**src/gpio_irq_pkg.sv**
```systemverilog
// Constants for the per-pin interrupt and mode-select logic of an eight-pin port.
// Assumes a 32-bit Avalon-MM slave with byte addresses and one clock domain.
package gpio_irq_pkg;
    localparam int unsigned PIN_COUNT = 8;
    localparam int unsigned ADDR_W = 12;
    localparam logic [ADDR_W-1:0] OFS_SENSE = 12'h404;
    localparam logic [ADDR_W-1:0] OFS_BOTH = 12'h408;
    localparam logic [ADDR_W-1:0] OFS_POLARITY = 12'h40c;
    localparam logic [ADDR_W-1:0] OFS_UNMASK = 12'h410;
    localparam logic [ADDR_W-1:0] OFS_RAW = 12'h414;
    localparam logic [ADDR_W-1:0] OFS_MASKED = 12'h418;
    localparam logic [ADDR_W-1:0] OFS_CLEAR = 12'h41c;
    localparam logic [ADDR_W-1:0] OFS_HW_SEL = 12'h420;
    localparam logic [7:0] RST_ZERO = 8'h00;
    // Lines 0..4 of this port carry the debug port and start in hardware mode.
    localparam logic [7:0] RST_HW_SEL = 8'h1f;
    localparam logic [31:0] READ_ZERO = 32'h0000_0000;
    typedef enum logic [1:0] {
        BUS_IDLE = 2'b00,
        BUS_RESP = 2'b01
    } bus_state_t;
endpackage : gpio_irq_pkg

```
**src/gpio_irq_port.sv**
```systemverilog
// Interrupt detection, masking, status and line mode select for an eight-pin port.
// Assumes an Avalon-MM master on mclk; pins are asynchronous and are synchronised here.
// Overview of operation
// - Polarity one selects rising or high.
// - Polarity, unmask, raw status reset to zero.
// - Unmasked pin drives own and combined interrupt.
// - Masked pin drives no interrupt at all.
// - Raw status shows met trigger, ignoring mask.
// - Masked status is raw status after masking.
// - Masked status zero when idle or masked.
// - Clear write of one resets edge latch.
// - Clear write of zero changes nothing.
// - Mode bit one gives line to hardware.
// - Debug lines reset in hardware mode.
// - Any reset restores default mode settings.
// - Sense zero detects edges, one levels.
// - Both-edges bit overrides polarity for edges.
module gpio_irq_port (
    input wire logic mclk,
    input wire logic rst_b,
    input wire logic [gpio_irq_pkg::ADDR_W-1:0] avs_address,
    input wire logic avs_read,
    input wire logic avs_write,
    input wire logic [31:0] avs_writedata,
    input wire logic [3:0] avs_byteenable,
    output logic [31:0] avs_readdata,
    output logic avs_waitrequest,
    input wire logic [7:0] pin_in,
    output logic [7:0] hw_control_bits,
    output logic [7:0] pin_irq,
    output logic combined_port_irq
);
    import gpio_irq_pkg::*;

    logic [7:0] sync1_reg;
    logic [7:0] sync2_reg;
    logic [7:0] prev_reg;
    logic [7:0] sense_bits;
    logic [7:0] both_edge_bits;
    logic [7:0] polarity_bits;
    logic [7:0] unmask_bits;
    logic [7:0] edge_latch_reg;
    logic [7:0] edge_latch_next;
    logic [7:0] raw_status_bits;
    logic [7:0] masked_status_bits;
    logic [31:0] rdata_next;
    bus_state_t bus_reg;

    // Reads and writes take one wait cycle so readdata can come from a flop.
    wire bus_req = avs_read | avs_write;
    wire take_req = bus_req && (bus_reg == BUS_IDLE);
    // Writes are stored on the answer edge, where the master sees waitrequest low.
    wire commit_req = bus_req && (bus_reg == BUS_RESP);
    wire wr_lane0 = commit_req && avs_write && avs_byteenable[0];
    wire wr_sense = wr_lane0 && (avs_address == OFS_SENSE);
    wire wr_both = wr_lane0 && (avs_address == OFS_BOTH);
    wire wr_pol = wr_lane0 && (avs_address == OFS_POLARITY);
    wire wr_unmask = wr_lane0 && (avs_address == OFS_UNMASK);
    wire wr_clear = wr_lane0 && (avs_address == OFS_CLEAR);
    wire wr_hw = wr_lane0 && (avs_address == OFS_HW_SEL);

    wire [7:0] rise = sync2_reg & ~prev_reg;
    wire [7:0] fall = ~sync2_reg & prev_reg;
    // Edges qualify by polarity unless both edges are enabled.
    wire [7:0] edge_hit = both_edge_bits & (rise | fall) | ~both_edge_bits & (polarity_bits & rise | ~polarity_bits & fall);
    wire [7:0] level_hit = ~(sync2_reg ^ polarity_bits);
    wire [7:0] clear_bits = wr_clear ? avs_writedata[7:0] : RST_ZERO;

    // A new edge in the clearing cycle survives the clear.
    assign edge_latch_next = (edge_latch_reg & ~clear_bits) | (edge_hit & ~sense_bits);
    assign raw_status_bits = (sense_bits & level_hit) | (~sense_bits & edge_latch_reg);
    assign masked_status_bits = raw_status_bits & unmask_bits;

    wire [7:0] rsel_sense = (avs_address == OFS_SENSE) ? sense_bits : RST_ZERO;
    wire [7:0] rsel_both = (avs_address == OFS_BOTH) ? both_edge_bits : RST_ZERO;
    wire [7:0] rsel_pol = (avs_address == OFS_POLARITY) ? polarity_bits : RST_ZERO;
    wire [7:0] rsel_unm = (avs_address == OFS_UNMASK) ? unmask_bits : RST_ZERO;
    wire [7:0] rsel_raw = (avs_address == OFS_RAW) ? raw_status_bits : RST_ZERO;
    wire [7:0] rsel_mis = (avs_address == OFS_MASKED) ? masked_status_bits : RST_ZERO;
    wire [7:0] rsel_hw = (avs_address == OFS_HW_SEL) ? hw_control_bits : RST_ZERO;
    // Unmapped offsets and the clear register read as zero.
    assign rdata_next = {24'h00_0000, rsel_sense | rsel_both | rsel_pol | rsel_unm | rsel_raw | rsel_mis | rsel_hw};

    always_ff @(posedge mclk) begin
        sync1_reg <= pin_in;
        sync2_reg <= sync1_reg;
        prev_reg <= sync2_reg;
    end

    always_ff @(posedge mclk) begin
        if (!rst_b) begin
            sense_bits <= RST_ZERO;
            both_edge_bits <= RST_ZERO;
            polarity_bits <= RST_ZERO;
            unmask_bits <= RST_ZERO;
            edge_latch_reg <= RST_ZERO;
            hw_control_bits <= RST_HW_SEL;
        end else begin
            if (wr_sense) sense_bits <= avs_writedata[7:0];
            if (wr_both) both_edge_bits <= avs_writedata[7:0];
            if (wr_pol) polarity_bits <= avs_writedata[7:0];
            if (wr_unmask) unmask_bits <= avs_writedata[7:0];
            if (wr_hw) hw_control_bits <= avs_writedata[7:0];
            edge_latch_reg <= edge_latch_next;
        end
    end

    always_ff @(posedge mclk) begin
        if (!rst_b) begin
            pin_irq <= RST_ZERO;
            combined_port_irq <= 1'b0;
        end else begin
            pin_irq <= masked_status_bits;
            combined_port_irq <= |masked_status_bits;
        end
    end

    always_ff @(posedge mclk) begin
        if (!rst_b) begin
            bus_reg <= BUS_IDLE;
            avs_waitrequest <= 1'b1;
            avs_readdata <= READ_ZERO;
        end else begin
            case (bus_reg)
                BUS_IDLE: begin
                    if (bus_req) begin
                        bus_reg <= BUS_RESP;
                        avs_waitrequest <= 1'b0;
                        avs_readdata <= avs_read ? rdata_next : READ_ZERO;
                    end else begin
                        avs_waitrequest <= 1'b1;
                    end
                end
                default: begin
                    bus_reg <= BUS_IDLE;
                    avs_waitrequest <= 1'b1;
                end
            endcase
        end
    end

    // Counts cycles in which a held request waits; the design inserts one wait state.
    logic [1:0] stall_cnt_reg;
    always_ff @(posedge mclk) begin
        if (!rst_b) begin
            stall_cnt_reg <= 2'b00;
        end else if (bus_req && avs_waitrequest && stall_cnt_reg != 2'b11) begin
            stall_cnt_reg <= stall_cnt_reg + 2'b01;
        end else if (!bus_req || !avs_waitrequest) begin
            stall_cnt_reg <= 2'b00;
        end
    end

    // Each pin runs the same detector, so one loop checks all eight in turn.
    for (genvar gi = 0; gi < PIN_COUNT; gi++) begin : g_pin_chk

    end
endmodule : gpio_irq_port

```
**config.mk**
```make
export PLATFORM = sky130hd
export DESIGN_NAME = gpio_irq_port
export DESIGN_NICKNAME = d
export VERILOG_FILES = /design/src/gpio_irq_pkg.sv /design/src/gpio_irq_port.sv
export SDC_FILE = /design/constraint.sdc
export NUM_CORES = 1
export LEC_CHECK = 0
export BUFFER_PORTS_ARGS = -buffer_cell sky130_fd_sc_hd__buf_2
export CORE_MARGIN = 3
export CORE_UTILIZATION = 42
export DETAILED_ROUTE_END_ITERATION = 16
export GPL_TIMING_DRIVEN = 0
export PLACE_DENSITY = 0.65
export SLEW_MARGIN = 20
export SYNTH_ARGS = -nofsm -noshare
export SYNTH_HDL_FRONTEND = slang
export SYNTH_SLANG_ARGS = --single-unit
```
**constraint.sdc**
```tcl
create_clock -name mclk -period 5 [get_ports mclk]
set_clock_uncertainty 0.1 [all_clocks]
set_input_delay 1.5 -clock mclk [delete_from_list [all_inputs] [get_ports mclk]]
set_output_delay 1.5 -clock mclk [all_outputs]
set_load 0.005 [all_outputs]
```
==> impl_metrics.env <==
export IMPL_status="finished, final reports clean"
export IMPL_syn_avg_cell_area_um2=9.961
export IMPL_final_cell_count_no_fill=668
export IMPL_htreeDepth=3
export IMPL_crit_arrival_ps=3490
export IMPL_clk_latency_ps=340
export IMPL_post_route_util=0.5132
export IMPL_rsz0062_at_grt="no"
export IMPL_detail_route_vias_per_cell=5.147
export IMPL_dp_hpwl_um=8298
export IMPL_drv_cap=0
export IMPL_endpoint_kind="flip-flop"
export IMPL_r2r_slack_ps=2890
export IMPL_dieArea_um2=11720
export IMPL_final_nets=607
export IMPL_r2r_cells=5
export IMPL_fin_crit_sh=0.6750
export IMPL_routed_wl_um=11630
export IMPL_die_x_um=108.3
export IMPL_crit_type="in2reg"
export IMPL_p_leak_nw=2.178
export IMPL_std_cell_rows=36
export IMPL_min_delay_start="sync1_reg[1]$_DFF_P_"
export IMPL_vdd_drop_max_v=0.0001486
export IMPL_syn_inst=441
export IMPL_grt_max_degree=15
export IMPL_ys_flop_type="dfxtp_1"
export IMPL_root_buffer="clkbuf_8"
export IMPL_drt_initial_drc_count=148
export IMPL_fmaxAchievable_ghz=0.2963
export IMPL_critPathLaunchType="input pin"
export IMPL_cp_required_ps=5110
export IMPL_route_met2_wl_um=5347
export IMPL_ctsHoldBuffers=0
export IMPL_hold_class="reg2reg"
export IMPL_cts_tree="done"
export IMPL_setup_violations_final=0
export IMPL_r2r_end="edge_latch_reg[3]$_SDFF_PN0_"
export IMPL_diodes=0
export IMPL_cts_setup_buffers=0
export IMPL_place_inst=653
export IMPL_overflow=0
export IMPL_final_common_cell="dfxtp_1"
export IMPL_tightest_slew_ps=977.7
export IMPL_wire_per_inst_um=17.42
export IMPL_crit_path_start="avs_address[3]"
export IMPL_p_per_area_nw_per_um2=266.1
export IMPL_wl_met3_um=761
export IMPL_grt_pass1_vias=3211
export IMPL_remaining_drc_errors=0
export IMPL_gp_congestion=0.9180
export IMPL_clkSinkCount=91
export IMPL_yosysWarnings=0
export IMPL_maxSlewViolCount=0
export IMPL_synth_edf_count=0
export IMPL_chipHeight_um=108.3
export IMPL_numCtsBuffers=9
export IMPL_syn2layout_area_growth_pct=16.29
export IMPL_pin_count=110
export IMPL_r2r_start="bus_reg[0]$_SDFFE_PN0N_"
export IMPL_clk_pin_slew_ps=90
export IMPL_synthArstFlopShare=0
export IMPL_cts_path_max_buffers=2
export IMPL_ys_ff_latch=91
export IMPL_fin_crit_ps=3375
export IMPL_io_buffers=56
export IMPL_finalHoldViolCount=0
export IMPL_final_cell_mix="91 x dfxtp_1, 58 x buf_2, 51 x mux2i_1"
export IMPL_vias=3438
export IMPL_drive_above_1_share=0.2393
export IMPL_initial_utilization=0.4413
export IMPL_crit_fanout=10
export IMPL_seq_area_frac_synth=0.4147
export IMPL_core_area_um2=9955
export IMPL_syn_area_um2=4393
export IMPL_met1Wirelength_um=5206
export IMPL_antenna_found_initial=0
export IMPL_worstSetupEndpoint="sense_bits[5]$_SDFFE_PN0P_"
export IMPL_setup_tns_ps=0
export IMPL_ctsResizeCount=0
export IMPL_highest_layer="met4"
export IMPL_gr_usage_all_layers=0.1983
export IMPL_ant_nets=0
export IMPL_synth_distinct_cells=61
export IMPL_worst_slew_margin_rel=0.3469
export IMPL_detail_route_first_pass_iterations=5
export IMPL_grt_pass1_wl_um=17550
worst min-delay path by stage:
stage | end | slack [ps] | cells past startpoint
2_1_floorplan | sync2_reg[0]$_DFF_P_ | 210 | 0
3_3_place_gp | sync2_reg[0]$_DFF_P_ | 210 | 0
3_5_place_dp | sync2_reg[6]$_DFF_P_ | 210 | 0
4_1_cts | sync2_reg[6]$_DFF_P_ | 230 | 0
5_1_grt | sync2_reg[5]$_DFF_P_ | 240 | 0
6_report | sync2_reg[1]$_DFF_P_ | 230 | 0
cells by family (layout without fill, tap and decap cells):
family | Yosys count | in the layout | synth area share
fa+ha+maj | 16 | 16 | 0.04557
xor+xnor | 8 | 8 | 0.01595
simple gates | 123 | 123 | 0.1649
compound gates | 87 | 87 | 0.1512
buf+inv | 61 | 132 | 0.08288
mux | 54 | 54 | 0.1239
other cells | 1 | 24 | 0.0008536
flops | 91 | 91 | 0.4147
report_power, final:
part           leakage (nW)  internal, mW  switching, mW  total, mW
Combinational          1.34        0.0509         0.0708      0.122
Sequential            0.745         0.740        0.00916      0.749
Clock                0.0898         0.230          0.258      0.489
Total                  2.18          1.02          0.338       1.36
critical path: stages:
cell and delay (ps):
buf_2 100, buf_4 170, nor2b_1 630, nand2_1 200, nor3_4 560, mux2i_1 260, nor2_1 50
layout make-up:
cell class / count / area (µm²)
multi-input cells: 312 / 2293
clock buffers: 11 / 131.4
well taps: 133 / 166.4
flip-flops and latches: 91 / 1822
plain buffers: 43 / 296.5
inverters: 18 / 67.56
fillers: 938 / 4846
repair buffers: 56 / 280.3
clock inverters: 4 / 51.30
metrics by stage:
stage	instance area, µm²	hold WS (ps)	power [mW]	setup WS [ps]
after CTS	5109	233.8	1.368	1696
after floorplan	4479	209.6	0.8413	2016
after detailed placement	4926	212.1	0.8869	1315
after global routing	5109	240.9	1.417	1578
final	5109	232.2	1.360	1625
after global placement	4926	210.2	0.8841	1332
synthesized netlist by cell type, types with 3 or more instances:
cell type	count	area, µm²
buf_4	26	195.2
xnor2_1	8	70.07
a211oi_1	23	172.7
o21ai_0	4	20.02
o22ai_1	3	18.77
a22o_1	5	43.79
nor2b_1	20	125.1
a21oi_1	8	40.04
clkbuf_1	9	33.78
nand2_1	12	45.04
inv_1	17	63.81
a21boi_0	8	60.06
a221o_2	3	33.78
and3_1	4	25.02
a221oi_1	4	35.03
dfxtp_1	91	1822
a22oi_1	3	22.52
nor2_1	45	168.9
ha_1	16	200.2
clkbuf_2	3	15.01
and2_1	9	56.30
mux2i_1	51	510.5
mux2_2	3	33.78
and3_2	4	30.03
o21a_1	8	60.06
a32oi_1	3	26.28
metal layers:
layer  GRT usage  up-vias
li1            -     1695
met1      0.2568     1603
met2      0.3255      119
met3     0.03940       21
met4     0.07755        0
met5           0        -
No activity file was read; power rests on OpenSTA's default activity.
